File: src/rtl/aps_cfg.svh
// Purpose: constants for the absolute position serial report, both ends
// Assumes: one 20 MHz clock at each end
// Notes: times kept in their own units, cycle counts derived from them
// Overview of operation
// upper 16 signed bits sent serially on phase A
// lower 20 bits sent as a pulse train
// 9600 baud, start, 7 data, even parity, stop
// message sent only once after power-up
// eight chars: P, sign, five digits, CR
// signed 36-bit position split 16 upper, 20 lower
// position divided by divider setting before split
// host position is upper*1048576 plus lower, minus origin
// host captures origin value once and keeps it
// reverse direction uses the same host arithmetic
// afterwards quadrature increments, origin pulse always passed
// host counts no pulses during serial message
// data LSB first, line idles high
// digits ASCII, MSB first, sign plus or minus
`ifndef APS_CFG_SVH
`define APS_CFG_SVH
`define APS_CLK_HZ 20000000
`define APS_BAUD 9600
`define APS_BIT_CYC (`APS_CLK_HZ / `APS_BAUD)
`define APS_EDGE_NS 500
`define APS_EDGE_CYC ((`APS_EDGE_NS * (`APS_CLK_HZ / 1000000) + 999) / 1000)
`define APS_GAP_US 1000
`define APS_GAP_CYC (`APS_GAP_US * (`APS_CLK_HZ / 1000000))
`define APS_IDLE_US 500
`define APS_IDLE_CYC (`APS_IDLE_US * (`APS_CLK_HZ / 1000000))
`define APS_POS_W 36
`define APS_UP_W 16
`define APS_LOW_W 20
`define APS_DIV_W 16
`define APS_FRAME_BITS 10
`define APS_MSG_CHARS 8
`define APS_DIGITS 5
`define APS_CH_P 7'h50
`define APS_CH_PLUS 7'h2B
`define APS_CH_MINUS 7'h2D
`define APS_CH_ZERO 7'h30
`define APS_CH_CR 7'h0D
`endif

File: src/rtl/aps_pkg.sv
// Purpose: state types shared by both ends
// Assumes: aps_cfg.svh on the include path
// Notes: each module keeps its state in one struct, apart from the registered report_done flag in aps_dev
`default_nettype none
`include "aps_cfg.svh"
package aps_pkg;
  // device sequence from power-up to incremental running
  typedef enum logic [3:0] {D_WAIT, D_DIV, D_SIGN, D_BCD, D_CHR, D_BIT, D_GAP, D_TRAIN,
    D_SETTLE, D_INC} aps_dst_e;
  // host receive and count phases
  typedef enum logic [1:0] {H_HUNT, H_BITS, H_COUNT} aps_hst_e;
  typedef struct packed {
    aps_dst_e st;
    logic [15:0] tmr; // bit, gap and edge timer
    logic [3:0] bitn; // bit within frame
    logic [2:0] chr; // char within message
    logic [9:0] shf; // frame shifter
    logic neg; // sign of undivided value
    logic sgn; // sign of upper part
    logic [15:0] dv; // latched divisor
    logic [35:0] num; // dividend shifting out
    logic [35:0] quo; // quotient, then signed result
    logic [16:0] rem; // partial remainder
    logic [5:0] itr; // divide step
    logic [15:0] val; // magnitude under digit conversion
    logic [2:0] di; // digit being found
    logic [4:0][3:0] dig; // decimal digits, [0] most significant
    logic [19:0] low; // edges still to send
    logic [1:0] ph; // quadrature phase
    logic a; // phase A pin
    logic b; // phase B pin
    logic z; // origin pin
  } aps_dev_s;
  typedef struct packed {
    aps_hst_e st;
    logic [2:0] s1; // first sync stage
    logic [2:0] s2; // second sync stage
    logic [1:0] prv; // previous synced A,B
    logic zprv; // previous synced origin
    logic [15:0] tmr;
    logic [3:0] bitn;
    logic [9:0] shf;
    logic [3:0] idx; // next expected char
    logic sgn;
    logic [16:0] mag;
    logic [15:0] idle; // cycles since last edge
    logic [35:0] pos;
    logic [35:0] org;
    logic [35:0] mach;
    logic valid;
    logic oset;
    logic err;
    logic zp;
  } aps_host_s;
endpackage : aps_pkg
`default_nettype wire

File: src/rtl/aps_link_if.sv
// Purpose: the three divided-output lines between drive and host
// Assumes: line drivers are modelled as plain one-way logic
// Notes: no clocking block; the bench joins the ends
`default_nettype none
interface aps_link_if;
  logic phase_a_divided_out; // serial message, then quadrature A
  logic phase_b_divided_out; // quadrature B
  logic origin_pulse_out; // origin pulse, always
  modport dev (output phase_a_divided_out, output phase_b_divided_out,
    output origin_pulse_out);
  modport host (input phase_a_divided_out, input phase_b_divided_out,
    input origin_pulse_out);
endinterface : aps_link_if
`default_nettype wire

File: src/rtl/aps_dev.sv
// Purpose: drive end, reports absolute position once then runs incrementally
// Assumes: position and steps come from logic on the same clock
// Notes: incremental steps arriving before D_INC are dropped
`default_nettype none
`include "aps_cfg.svh"
module aps_dev
  import aps_pkg::*;
#(
  parameter int unsigned GAP_CYC = `APS_GAP_CYC, // quiet time around the pulse train
  parameter int unsigned BIT_CYC = `APS_BIT_CYC,
  parameter int unsigned EDGE_CYC = `APS_EDGE_CYC
) (
  input wire logic clock,
  input wire logic rstn,
  aps_link_if.dev link,
  input wire logic pos_ready,
  input wire logic [`APS_POS_W-1:0] enc_pos,
  input wire logic [`APS_DIV_W-1:0] position_divider_setting,
  input wire logic direction_select_setting,
  input wire logic inc_step,
  input wire logic inc_up,
  input wire logic origin_mark,
  output logic report_done
);

  aps_dev_s q;
  aps_dev_s d;

  localparam aps_dev_s DEV_RST = '{st: D_WAIT, ph: 2'h1, a: 1'b1, default: '0};

  // decimal weight of digit position, most significant first
  function automatic logic [15:0] wgt(input logic [2:0] i);
    case (i)
      3'h0: wgt = 16'h2710;
      3'h1: wgt = 16'h03E8;
      3'h2: wgt = 16'h0064;
      3'h3: wgt = 16'h000A;
      default: wgt = 16'h0001;
    endcase
  endfunction : wgt

  // character of the message at index c
  function automatic logic [6:0] char_of(input logic [2:0] c, input aps_dev_s s);
    case (c)
      3'h0: char_of = `APS_CH_P;
      3'h1: char_of = s.sgn ? `APS_CH_MINUS : `APS_CH_PLUS;
      3'h7: char_of = `APS_CH_CR;
      default: char_of = `APS_CH_ZERO + {3'h0, s.dig[c - 3'h2]};
    endcase
  endfunction : char_of

  // next-state logic for the whole sequence
  always_comb begin
    logic [35:0] sp;
    logic [16:0] r;
    logic [35:0] sv;
    logic [6:0] c;
    sp = '0;
    r = '0;
    sv = '0;
    c = '0;
    d = q;
    case (q.st)
      // wait for a valid position; taken once per reset
      D_WAIT: begin
        if (pos_ready) begin
          // reverse direction flips the sign of the reported value
          sp = direction_select_setting ? (36'h0 - enc_pos) : enc_pos;
          d.neg = sp[35];
          d.num = sp[35] ? (36'h0 - sp) : sp;
          // zero divisor would never finish sensibly, treat as one
          d.dv = (position_divider_setting == 16'h0) ? 16'h1 : position_divider_setting;
          d.rem = '0;
          d.quo = '0;
          d.itr = '0;
          d.st = D_DIV;
        end
      end
      // restoring divide, one quotient bit a cycle, 36 cycles
      D_DIV: begin
        r = {q.rem[15:0], q.num[35]};
        d.num = {q.num[34:0], 1'b0};
        if (r >= {1'b0, q.dv}) begin
          d.rem = r - {1'b0, q.dv};
          d.quo = {q.quo[34:0], 1'b1};
        end else begin
          d.rem = r;
          d.quo = {q.quo[34:0], 1'b0};
        end
        d.itr = q.itr + 6'h1;
        if (q.itr == 6'd35) begin
          d.st = D_SIGN;
        end
      end
      // restore sign and split into upper and lower parts
      D_SIGN: begin
        sv = q.neg ? (36'h0 - q.quo) : q.quo;
        d.quo = sv;
        d.sgn = sv[35];
        d.val = sv[35] ? (16'h0 - sv[35:20]) : sv[35:20];
        d.low = sv[19:0];
        d.dig = '0;
        d.di = '0;
        d.st = D_BCD;
      end
      // repeated subtraction per digit; at most 9 steps per digit
      D_BCD: begin
        if (q.val >= wgt(q.di)) begin
          d.val = q.val - wgt(q.di);
          d.dig[q.di] = q.dig[q.di] + 4'h1;
        end else if (q.di == 3'h4) begin
          d.chr = '0;
          d.st = D_CHR;
        end else begin
          d.di = q.di + 3'h1;
        end
      end
      // build one frame: stop, even parity, data, start
      D_CHR: begin
        c = char_of(q.chr, q);
        d.shf = {1'b1, ^c, c, 1'b0};
        d.bitn = '0;
        d.tmr = '0;
        d.st = D_BIT;
      end
      // shift frame out lsb first at the bit rate
      D_BIT: begin
        if (q.tmr == 16'(BIT_CYC - 1)) begin
          d.tmr = '0;
          d.shf = {1'b1, q.shf[9:1]};
          d.bitn = q.bitn + 4'h1;
          if (q.bitn == 4'(`APS_FRAME_BITS - 1)) begin
            if (q.chr == 3'(`APS_MSG_CHARS - 1)) begin
              d.tmr = '0;
              d.st = D_GAP;
            end else begin
              d.chr = q.chr + 3'h1;
              d.st = D_CHR;
            end
          end
        end else begin
          d.tmr = q.tmr + 16'h1;
        end
      end
      // quiet line between message and pulse train
      D_GAP: begin
        d.tmr = q.tmr + 16'h1;
        if (q.tmr == 16'(GAP_CYC - 1)) begin
          d.tmr = '0;
          d.st = D_TRAIN;
        end
      end
      // lower part as forward quadrature edges
      D_TRAIN: begin
        if (q.low == 20'h0) begin
          d.tmr = '0;
          d.st = D_SETTLE;
        end else if (q.tmr == 16'(EDGE_CYC - 1)) begin
          d.tmr = '0;
          d.ph = q.ph + 2'h1;
          d.low = q.low - 20'h1;
        end else begin
          d.tmr = q.tmr + 16'h1;
        end
      end
      // quiet time lets the host close the count before motion
      D_SETTLE: begin
        d.tmr = q.tmr + 16'h1;
        if (q.tmr == 16'(GAP_CYC - 1)) begin
          d.st = D_INC;
        end
      end
      // incremental running; no way back to the message but reset
      D_INC: begin
        if (inc_step) begin
          d.ph = (inc_up ^ direction_select_setting) ? q.ph + 2'h1 : q.ph - 2'h1;
        end
      end
      default: begin
        d.st = D_WAIT;
      end
    endcase
    // phase A carries the frame while sending, else quadrature
    d.a = (d.st == D_BIT) ? d.shf[0] : (d.ph[1] ^ d.ph[0]);
    d.b = d.ph[1];
    d.z = origin_mark;
  end

  // single state register, synchronous reset
  always_ff @(posedge clock) begin
    if (!rstn) begin
      q <= DEV_RST;
    end else begin
      q <= d;
    end
  end

  assign link.phase_a_divided_out = q.a;
  assign link.phase_b_divided_out = q.b;
  assign link.origin_pulse_out = q.z;
  // done flag is a registered decode of the next state; reaching D_INC is final
  always_ff @(posedge clock) begin
    if (!rstn) begin
      report_done <= 1'b0;
    end else begin
      report_done <= (d.st == D_INC);
    end
  end

endmodule : aps_dev
`default_nettype wire

File: src/flat_wrapper.sv
// flat-port wrapper written by rule: the top's interface ports become plain ports
module aps_dev_flat import aps_pkg::*;
#(
  parameter int unsigned GAP_CYC = `APS_GAP_CYC,                                     
  parameter int unsigned BIT_CYC = `APS_BIT_CYC,
  parameter int unsigned EDGE_CYC = `APS_EDGE_CYC
)
  (clock, rstn, pos_ready, enc_pos, position_divider_setting, direction_select_setting, inc_step, inc_up, origin_mark, report_done, link_phase_a_divided_out, link_phase_b_divided_out, link_origin_pulse_out);
  aps_link_if link_i ();
  input wire logic clock;
  input wire logic rstn;
  input wire logic pos_ready;
  input wire logic [`APS_POS_W-1:0] enc_pos;
  input wire logic [`APS_DIV_W-1:0] position_divider_setting;
  input wire logic direction_select_setting;
  input wire logic inc_step;
  input wire logic inc_up;
  input wire logic origin_mark;
  output logic report_done;
  output wire logic [$bits(link_i.phase_a_divided_out)-1:0] link_phase_a_divided_out;
  output wire logic [$bits(link_i.phase_b_divided_out)-1:0] link_phase_b_divided_out;
  output wire logic [$bits(link_i.origin_pulse_out)-1:0] link_origin_pulse_out;
  assign link_phase_a_divided_out = link_i.phase_a_divided_out;
  assign link_phase_b_divided_out = link_i.phase_b_divided_out;
  assign link_origin_pulse_out = link_i.origin_pulse_out;
  aps_dev #(.GAP_CYC(GAP_CYC), .BIT_CYC(BIT_CYC), .EDGE_CYC(EDGE_CYC)) u_core (.clock(clock), .rstn(rstn), .link(link_i), .pos_ready(pos_ready), .enc_pos(enc_pos), .position_divider_setting(position_divider_setting), .direction_select_setting(direction_select_setting), .inc_step(inc_step), .inc_up(inc_up), .origin_mark(origin_mark), .report_done(report_done));
endmodule
File: config.mk
export PLATFORM = sky130hd
export DESIGN_NAME = aps_dev_flat
export DESIGN_NICKNAME = d
export VERILOG_FILES = /design/src/rtl/aps_pkg.sv /design/src/rtl/aps_link_if.sv /design/src/rtl/aps_dev.sv /design/src/flat_wrapper.sv
export VERILOG_INCLUDE_DIRS = /design/src /design/src/rtl
export SDC_FILE = /design/constraint.sdc
export NUM_CORES = 1
export LEC_CHECK = 0
export BUFFER_PORTS_ARGS = -buffer_cell sky130_fd_sc_hd__buf_2
export CAP_MARGIN = 30
export CORE_MARGIN = 10
export CORE_UTILIZATION = 55
export DETAILED_ROUTE_END_ITERATION = 6
export HOLD_SLACK_MARGIN = 0.15
export PLACE_DENSITY = 0.76
export SLEW_MARGIN = 20
export SYNTH_ARGS = -nofsm -noshare
export SYNTH_HDL_FRONTEND = slang
export SYNTH_SLANG_ARGS = --single-unit
export TNS_END_PERCENT = 30
File: constraint.sdc
create_clock -name clock -period 12.58 [get_ports clock]
set_input_delay 2.516 -clock clock [delete_from_list [all_inputs] [get_ports clock]]
set_output_delay 2.516 -clock clock [all_outputs]
set_load 0.03 [all_outputs]
Word level (Yosys, flattened, before mapping). Index checks and enable logic that the tools add are counted.

Flip-flop bits (word level): 214. Bits of input ports: 59. Output and inout port bits: 4. Logic and storage cells: 163.

$add $sub $neg: 17. $lt $le $gt $ge: 5. Eq/ne operators: 32. Multiplexer cells: 59. Bitwise gates (word level): 2. Reduce and logical (&&, ||, !) cells: 22.

Operator list (count): 2-to-1 mux 16 bit (9); 2-to-1 mux 36 bit (3); one-hot mux 36 bit (3 select lines) (1); subtractor 1 x 36 -> 36 bit (first input constant) (3); 2-to-1 mux 95 bit (1); one-hot mux 16 bit (5 select lines) (1); one-hot mux 39 bit (2 select lines) (1); one-hot mux 36 bit (2 select lines) (1); 2-to-1 mux 20 bit (3); one-hot mux 14 bit (4 select lines) (1); 2-to-1 mux 22 bit (2); one-hot mux 22 bit (2 select lines) (1); 2-to-1 mux 4 bit (10); one-hot mux 20 bit (2 select lines) (1); one-hot mux 4 bit (10 select lines) (1); binary-select mux 4 bit (select 3 bit) (2); 2-to-1 mux 3 bit (7); one-hot mux 7 bit (3 select lines) (1); bitwise mux 20 bit (1); equality test 4 x 3 -> 1 bit (second input constant) (5); logical NOT 20 bit (1); one-hot mux 10 bit (2 select lines) (1); subtractor 20 x 1 -> 20 bit (second input constant) (1); 2-to-1 mux 18 bit (1); other kinds (47) (78).

Depth between registers and ports, before layout. Gate-level depths: netlist of run 1.

Depth after elaboration: 9. Gate-level depth with buffers: 18. Gate-level depth less buffers: 16.

Worst setup path before layout of run 1. OpenSTA, ideal clock, no wires.

Kind: input -> register. From: input port direction_select_setting. To: register u_core.q[151] (netlist name). Setup time: 0.134 ns. Arrival: 6.061 ns. Required time: 12.446 ns. Path slack: 6.385 ns. Stages: 16. Buffers on the path: 5. Path through: clkbuf_1 clkbuf_1 buf_1 buf_1 clkbuf_1 mux2i_1 ha_1 nor4b_1 a41oi_1 nand2_1 o311a_1 and4_1 nand3_4 o31ai_2 xnor2_1 o22ai_1.

Word-level cells in the longest chain between the ends: 5.

RTL lines: start: declaration (RTL line flat_wrapper.sv:15) `input wire logic direction_select_setting;`; 2-to-1 mux 36 bit (*) (RTL line aps_dev.sv:68) `sp = direction_select_setting ? (36'h0 - enc_pos) : enc_pos;`; subtractor 1 x 36 -> 36 bit (RTL line aps_dev.sv:70) `d.num = sp[35] ? (36'h0 - sp) : sp;`; 2-to-1 mux 36 bit (*) (RTL line aps_dev.sv:70); 2-to-1 mux 95 bit (*) (RTL line aps_dev.sv:66) `if (pos_ready) begin`; one-hot mux 36 bit (2 select lines) (*) (RTL line aps_dev.sv:63) `case (q.st)`; end signal: assignment (RTL line aps_dev.sv:192) `q <= DEV_RST;`; end signal: assignment (RTL line aps_dev.sv:194) `q <= d;`; end: declaration (RTL line aps_dev.sv:26) `aps_dev_s q;`.

Every way passes the cells marked *; elsewhere a longest branch is shown, timed or not. The select of a mux whose other input is x is not followed. A chain may end at the register's enable or synchronous reset.

Worst setup path after layout of run 1.
From: input port enc_pos[0]. To: register u_core.q[156] (netlist name).

Word-level cells in the longest chain between the ends: 6.

RTL lines: start: declaration (RTL line flat_wrapper.sv:13) `` input wire logic [`APS_POS_W-1:0] enc_pos; ``; subtractor 1 x 36 -> 36 bit (RTL line aps_dev.sv:68); 2-to-1 mux 36 bit (*) (RTL line aps_dev.sv:68); subtractor 1 x 36 -> 36 bit (RTL line aps_dev.sv:70); 2-to-1 mux 36 bit (*) (RTL line aps_dev.sv:70); 2-to-1 mux 95 bit (*) (RTL line aps_dev.sv:66); one-hot mux 36 bit (2 select lines) (*) (RTL line aps_dev.sv:63).

Marked as above.

==> results of run 1 <==
## how the worst max path moves through the flow
stage | startpoint | to | slack, ns | depth (start not counted)
after floorplan | direction_select_setting | u_core.q[151] | 6.38 | 16
after global placement | enc_pos[0] | u_core.q[127] | 6.32 | 10
after detailed placement | enc_pos[0] | u_core.q[127] | 6.29 | 10
after CTS | enc_pos[0] | u_core.q[127] | 6.82 | 10
after global routing | enc_pos[0] | u_core.q[156] | 6.60 | 12
final | enc_pos[0] | u_core.q[156] | 6.82 | 12
## cell usage after synthesis (5+ instances only)
master                     number  area [sq um]
sky130_fd_sc_hd__a211oi_1      13         97.59
sky130_fd_sc_hd__xnor2_1       73         639.4
sky130_fd_sc_hd__o22ai_1       15         93.84
sky130_fd_sc_hd__nor2b_1       14         87.58
sky130_fd_sc_hd__nand3_1       41         205.2
sky130_fd_sc_hd__nand3b_1       7         52.55
sky130_fd_sc_hd__a41oi_1       13         113.9
sky130_fd_sc_hd__nand2_1      170         638.1
sky130_fd_sc_hd__o31a_1         5         43.79
sky130_fd_sc_hd__dfxtp_1      213          4264
sky130_fd_sc_hd__a21o_1        13         97.59
sky130_fd_sc_hd__or3b_2         7         61.31
sky130_fd_sc_hd__o41ai_1       17         148.9
sky130_fd_sc_hd__a211o_1        5         43.79
sky130_fd_sc_hd__or4_1         17         127.6
sky130_fd_sc_hd__mux2i_1       29         290.3
sky130_fd_sc_hd__nor4_1        26         162.7
sky130_fd_sc_hd__ha_1          50         625.6
sky130_fd_sc_hd__nand2b_1      21         131.4
sky130_fd_sc_hd__o31ai_1       19         142.6
sky130_fd_sc_hd__a222oi_1      15         150.1
sky130_fd_sc_hd__xor2_1        61         534.3
sky130_fd_sc_hd__nor2_1       205         769.5
sky130_fd_sc_hd__inv_1         66         247.7
sky130_fd_sc_hd__nor3_1        57         285.3
sky130_fd_sc_hd__and3_1        20         125.1
sky130_fd_sc_hd__o21ai_1       15         75.07
sky130_fd_sc_hd__nor3b_1       14         105.1
sky130_fd_sc_hd__a21oi_1      148         740.7
sky130_fd_sc_hd__a221oi_1      22         192.7
sky130_fd_sc_hd__or2_2          8         50.05
sky130_fd_sc_hd__and2_1        10         62.56
sky130_fd_sc_hd__o21ai_0      111         555.5
sky130_fd_sc_hd__buf_1          8         30.03
sky130_fd_sc_hd__a31oi_1       33         206.5
sky130_fd_sc_hd__clkbuf_1     109         409.1
sky130_fd_sc_hd__nand4_1       19         118.9
sky130_fd_sc_hd__a22oi_1       58         435.4
sky130_fd_sc_hd__or3_1         22         137.6
sky130_fd_sc_hd__o211ai_1      10         75.07
sky130_fd_sc_hd__o21a_1         7         52.55
sky130_fd_sc_hd__a32oi_1        6         52.55
sky130_fd_sc_hd__buf_2          7         35.03
sky130_fd_sc_hd__nand4b_1       5         43.79
## flip-flops by register name (all words and copies together) (netlist names)
signal,flops
u_core.q,209
u_core.link.origin_pulse_out,1
u_core.link.phase_b_divided_out,1
u_core.link.phase_a_divided_out,1
u_core.report_done,1
## critical path, cell delays in order
cell and delay (ns):
sky130_fd_sc_hd__buf_2 0.16, sky130_fd_sc_hd__inv_1 0.11, sky130_fd_sc_hd__ha_1 0.27, sky130_fd_sc_hd__or4b_1 0.72
sky130_fd_sc_hd__or4_4 0.52, sky130_fd_sc_hd__or4_1 0.48, sky130_fd_sc_hd__o311a_1 0.17, sky130_fd_sc_hd__and4bb_4 0.36
sky130_fd_sc_hd__nand3b_1 0.15, sky130_fd_sc_hd__nor3_2 0.26, sky130_fd_sc_hd__mux2_1 0.35, sky130_fd_sc_hd__a21oi_1 0.15
## power groups by stage
stage | logic (mW) | registers [mW] | clock network (mW)
after global routing | 0.772 | 0.746 | 0.772
after detailed placement | 0.694 | 0.755 | 0
after global placement | 0.652 | 0.754 | 0
after CTS | 0.697 | 0.741 | 0.749
after floorplan | 0.546 | 0.746 | 0
final | 0.708 | 0.742 | 0.737
## metal layers
layer	track usage [%]	part of all wire, %
met5	0	0
met4	4.686	1.7
met3	2.295	5.5
met2	32.68	45
met1	30.52	48
## kinds of logic (layout without fill, tap and decap cells)
logic type	after synthesis	count (layout)	synth area share (%)
AND/OR/NAND/NOR	681	681	23.13
adder cells (fa/ha/maj)	52	52	4.581
buffers and inverters	195	194	5.253
flip-flops	213	213	29.35
multiplexers	34	34	2.540
AO/OA/AOI/OAI	583	583	26.95
XOR/XNOR	135	135	8.190
## final cells by class
type	instances	area (sq um)	share of cell area, %
multi-input combinational	1485	9524	60.18
timing repair buffer	85	530.5	3.352
clock buffer	31	686.9	4.340
clock inverter	11	147.6	0.9329
inverter	67	254.0	1.605
tap	335	419.2	2.648
sequential	213	4264	26.94
## stage by stage
stage | instances | hold WS [ns] | area, sq um | util (%) | setup WS [ns]
2_1_floorplan | 1893 | 0.4260 | 14530 | - | 6.385
3_3_place_gp | 2180 | 0.4366 | 14900 | 57.19 | 6.317
3_5_place_dp | 2182 | 0.4481 | 14930 | 57.31 | 6.291
4_1_cts | 2224 | 0.4573 | 15770 | 60.51 | 6.823
5_1_grt | 2227 | 0.4727 | 15830 | 60.73 | 6.602
6_report | 2227 | 0.4548 | 15830 | 60.73 | 6.820
==> results by stage, run 1 <==
Detailed routing:
- For this block, the via count after detailed routing is 14150.
- In the routed design, unresolved DRC markers number 0.
- After detailed routing, the total wire length is 37630 um.
- The post-route antenna net violation count is 0.
- Using the TritonRoute via totals, the vias-per-cell ratio works out to 6.354.
- The detail-routed net length per standard cell is 16.90 um.
- After the first detailed-routing iteration, the DRC count stood at 1317.
- The pre-antenna-repair detailed-routing pass consisted of 6 iterations.

Synth:
- The synthesized net count is roughly 2000.
- In the synthesized netlist, the number of instances is 1893.
- The post-synthesis average cell area is 7.675 sq um.
- The async set or reset register ratio after synthesis is 0%.
- The netlist uses between 90 and 100 different library cells.
- The number of enable-type register cells in the synthesized netlist is 0.
- The flip-flop and latch count after synthesis is between 200 and 250.
- The prevailing post-synth register cell is sky130_fd_sc_hd__dfxtp_1.
- After synthesis, flip-flops and latches occupy 29.35% of the total area.
- Yosys printed 0 warnings.
- The combined area of all synthesized cells is ~15000 sq um.

Cells and area:
- Relative to the synthesized area, the layout overhead comes to 8.930%.
- The top cell types in the final layout, fill and taps aside, are sky130_fd_sc_hd__dfxtp_1, sky130_fd_sc_hd__nor2_1, sky130_fd_sc_hd__nand2_1.
- The share of post-route cells with drive strength above 1 is 9.091%.
- The most common cell after layout, fill and taps aside is sky130_fd_sc_hd__dfxtp_1.
- Counting the fill cells in the layout gives 2324.
- The net count of the finished layout is slightly below 2000.
- The repair_antennas step left the layout with diodes totalling 0.

Global route:
- Entering global routing, the biggest net connects 101 pins.
- The first global-routing pass estimated 62030 um of wire.
- The number of antenna violations at the first check in global routing was 0.
- The total routing usage reported by global routing is 21.05%.
- The via count of the first global-routing pass came to 12620.
- The total overflow left after global routing is 0.

Clock tree:
- TritonCTS built the clock tree.
- The tree built by TritonCTS fans out to 213 sinks.
- The hold buffer count at cts is 0.
- Post-CTS repair changed the size of 0 cells.
- In this run the number of H-tree levels came out at 1.
- No sink is reached through more buffers than the 3 on the longest clock path.
- Clock tree synthesis selected as its root buffer the cell sky130_fd_sc_hd__clkbuf_16.
- Clock-pin slew was measured on the worst setup and hold paths at 0.06 ns.
- The clock buffer count from CTS is 24.
- The number of setup buffers added after CTS is 0.
- The latest clock arrival within the worst-skew pair is around 0.53 ns.

Critical path:
- The reg-to-reg setup timing slack is between 7 and 8 ns.
- The highest net fanout along the worst path is 15.
- The startpoint of the most critical register-to-register path is u_core.q[45].
- The category of the worst setup path capture point is a flip-flop.
- The arrival time of data at the critical path endpoint is between 6 and 7 ns.
- Data on the critical path is required at its endpoint by 13.04 ns.
- The number of cells on the worst reg-to-reg path is 17.
- The capture point of the worst reg-to-reg path is u_core.q[62].
- The start-to-end type of the worst setup path is in2reg.
- STA classifies the critical path startpoint as a primary input.

Flow run:
- The tool flagged a number of max-cap violations equal to 0.

Min path:
- The sink of the worst hold path is u_core.q[161].
- The worst hold path class is reg2reg.
- The startpoint identified for the worst hold timing path is u_core.q[161].
- Along the worst hold path, the cell count comes to 2.

Power:
- The ratio of total power to cell area is 138.2 nW/um^2.
- The clock network burns 33.7% of the power.
- The cell-internal power is 1.468 mW.
- In this run, flip-flops and latches consume 33.9% of the power.
- In this run switching power makes up 32.87% of total power.
- Per report_power, the combinational group accounts for 32.4% of the total.
- The static power due to leakage is 5.772 nW.
- The maximum resistive drop on vdd is 0.0001278 V.
- The post-route total power is 2.187 mW.
- In this run the power spent charging and discharging nets is 0.7190 mW.

Timing:
- Of the available clock period, the critical path in the final layout requires 45.79%.
- Setup repair after global routing left no endpoint under its margin.
- The minimum period implied by the final worst setup slack is 5.760 ns.
- The count of endpoints failing hold in the final timing report is 0.
- In this run the tightest slew margin relative to its limit is 36.67%.
- Timing would allow up to ~0.17 GHz.
- The number of pins with negative max-slew slack in the final report was 0.
- The worst-case clock skew is 0.02085 ns.
- The count of final setup violators is 0.
- Setup total negative slack on the finished layout was measured at 0 ns.
- For the pin with the worst max-slew slack, the measured transition is 0.9412 ns.

Floorplan:
- The chip height is 182.5 um.
- The effective utilization at floorplan is 55.75%.
- The floorplan has 59 rows.
- For this design the top-level I/O count stands at 63.
- The die is 182.5 um wide.
- The die area is around 33000 sq um.
- The core region is 26060 sq um.

Placed design:
- The count of buffers added on input and output ports is 62.
- The congestion estimate from routability-driven global placement came to 0.9086.
- The HPWL reported at the end of detailed placement is 26230 um.

Run status:
- The run finished with clean final reports.
Power figures use the tool's default switching activity.
==> run 2, diff against run 1 <==
==> constraint.sdc (replaced) <==
create_clock -name clock -period 6 [get_ports clock]
set_input_delay 1.2 -clock clock [delete_from_list [all_inputs] [get_ports clock]]
set_output_delay 1.2 -clock clock [all_outputs]
set_load 0.03 [all_outputs]
==> results by stage, run 2 (synthesis gave the netlist of run 1 again) <==
Detailed routing:
- The via density per instance is 6.309.
- The detail-routed net length per standard cell is about 17 um.
- The detailed router placed 14060 vias in this run.
- The first detailed-routing pass took 6 iterations.
- In this run, the number of DRC markers left after iteration 0 of detailed routing was 1423.
- Wires add up to 37840 um.
- The detailed-route DRC error count is 0.
- The count of nets left with antenna violations once routing finished came out at 0.

Clock tree:
- The clock slew seen by the registers of the worst setup and hold paths is approximately 0.060 ns.
- The count of H-tree levels built during CTS is 1.
- The number of setup buffers added after CTS is 0.
- TritonCTS built the clock tree.
- Clock tree synthesis found a total of 213 sinks.
- The maximum root-to-sink buffer count is 3.
- In this run, CTS created clock tree buffers numbering 24.
- The clock tree root buffer cell is sky130_fd_sc_hd__clkbuf_16.
- The clock reaches the later pin of the worst-skew pair after 0.54 ns.
- For this design, the CTS-stage hold fixing added 0 buffers.
- After clock tree synthesis, the repair step resized 0 gates.

Critical path:
- The master of the slowest instance on the critical path is sky130_fd_sc_hd__dfxtp_1.
- For the worst setup path, the data required time is 6.47 ns.
- The buffers plus inverters on the worst setup path is 3.
- The startpoint class of the critical path is a flip-flop.
- On the critical path the largest part of the delay comes from compound AO/OA/AOI/OAI gates.
- In this design, the stage delay of the slowest critical-path cell is 0.69 ns.
- In this run the worst path has a maximum fanout of 29.
- The arrival time of data at the critical path endpoint is 5.05 ns.
- By startpoint and endpoint, the worst setup path is classified as reg2reg.
- The critical path goes through inv_1 > ha_1 > o21ai_0 > and3b_1 > ha_1 > inv_1 > fa_1 > a21oi_1 > o211a_1 > o21a_1 > a211o_1 > a21o_1 > o21ai_1 > buf_4 > o21ai_0 > a22oi_1 > nor2_1.
- The category of the worst setup path capture point is a flip-flop.

Cells and area:
- The area growth from synthesis to layout is 9.051%.
- 0 antenna diodes ended up in the layout.
- At the end of the flow, the number of nets in the layout was 1988.
- The flip-flop count of the largest register, all copies and words added is 209.
- The share of post-route cells with drive strength above 1 is 8.976%.
- The register with the highest flop count is u_core.q.
- The most common cell after layout, fill and taps aside is sky130_fd_sc_hd__dfxtp_1.
- In the layout the commonest cells are sky130_fd_sc_hd__dfxtp_1, sky130_fd_sc_hd__nor2_1, sky130_fd_sc_hd__nand2_1.
- The final standard cell area without fillers is around 16000 sq um.

Global route:
- The sum of overflow across all layers after global routing is 0.
- The number of antenna violations at the first check in global routing was 0.
- The global-route wire length before repair is ~63000 um.
- The largest net degree at the start of global routing is 89.
- The via count of the first global-routing pass came to approximately 13000.
- The total routing usage reported by global routing is 21.34%.

Timing:
- The number of pins with negative max-slew slack in the final report is 0.
- Setup repair after global routing left no endpoint under its margin.
- For the pin with the worst max-slew slack, the measured transition is 0.9719 ns.
- The clock period could shrink to 4.576 ns.
- In the finished design, the share of the clock period the worst path needs comes to between 70% and 80%.
- The worst-case clock skew is around 0.027 ns.
- Adding up every negative setup slack in the final design gives 0 ns.
- The worst max-slew margin expressed relative to the limit is 34.61%.
- The count of endpoints failing hold in the final timing report is 0.
- The count of final setup violators is 0.
- Based on the critical path, the design can be clocked at up to 0.2186 GHz.

Run status:
- The run finished with clean final reports.

Floorplan:
- In this run the standard cell core region covers 26060 sq um.
- The number of I/O pins is 63.
- The die covers between 30000 and 40000 sq um.
- The chip height is 182.5 um.
- The number of rows created at floorplan is between 50 and 60.
- The initial utilization of the core area, before any placement, comes to approximately 56%.
- In this run the horizontal extent of the chip is 182.5 um.

Power:
- The static power due to leakage is 5.780 nW.
- The maximum resistive drop on vdd is 0.0002933 V.
- Dividing total power by cell area gives a power density of 292.7 nW/um^2.

Placed design:
- The congestion estimate from routability-driven global placement came to 0.8970.
- The post-place instance area is 14950 sq um.
- Buffers placed on the I/O ports in this run total 62.
- The HPWL reported at the end of detailed placement is 26230 um.

Min path:
- The min-delay analysis places its worst path in the category reg2reg.

Flow run:
- Max-cap violations in this run came to 0.
-- run 2: cell types whose count changed in the layout (fill, tap and decap cells not counted), sizes merged --
| cell | change |
|---|---|
| clkbuf | +2 |
| bufinv | +2 |
| clkinv | -3 |
| buf | +1 |
-- run 2: worst paths after layout --
| check | startpoint | to | slack, ns | cells past startpoint |
|---|---|---|---|---|
| hold / removal | u_core.q[167] | u_core.q[167] | 0.46 | 2 |
| setup reg to reg | u_core.q[45] | u_core.q[35] | 1.42 | 17 |
| setup / recovery | u_core.q[45] | u_core.q[35] | 1.42 | 17 |
| hold reg to reg | u_core.q[167] | u_core.q[167] | 0.46 | 2 |
-- run 2: layout make-up --
class	instances	area (sq um)
Timing Repair Buffer	86	514.2
Clock inverter	10	188.9
Fill cell	2369	10210
Inverter	67	254.0
Tap cell	335	419.2
Sequential cell	213	4264
Clock buffer	33	684.4
Multi-Input combinational cell	1485	9519
-- run 2: metrics by stage --
step | power, mW | hold WS (ns) | std cells | utilization [%] | worst slack, ns
2_1_floorplan | 2.710 | 0.4260 | 1893 | - | 1.121
3_5_place_dp | 3.026 | 0.4487 | 2185 | 57.37 | 1.061
3_3_place_gp | 2.949 | 0.4355 | 2183 | 57.27 | 1.145
5_1_grt | 4.877 | 0.4741 | 2229 | 60.80 | 1.059
6_report | 4.637 | 0.4580 | 2229 | 60.80 | 1.424
4_1_cts | 4.648 | 0.4567 | 2228 | 60.72 | 1.521
-- run 2: worst reg2reg max path, delay by kind of cell (launching register included) --
kind            cells  cell delay, ns
compound gates      9            2.09
simple gates        2            0.35
flops               1            0.69
buf+inv             3            0.51
fa+ha+maj           3            0.85
-- run 2: power by group --
| group | switching (mW) | leakage, nW | internal (mW) |
|---|---|---|---|
| logic | 0.814 | 3.63 | 0.647 |
| registers | 0.0611 | 1.73 | 1.49 |
| clock network | 0.610 | 0.426 | 1.01 |
| total | 1.48 | 5.78 | 3.15 |
-- run 2: per-layer routing --
layer  part of all wire [%]  GRT usage (%)
met1                     47          29.84
met2                     44          33.76
met3                    6.2          2.433
met4                    2.2          6.215
met5                      0              0
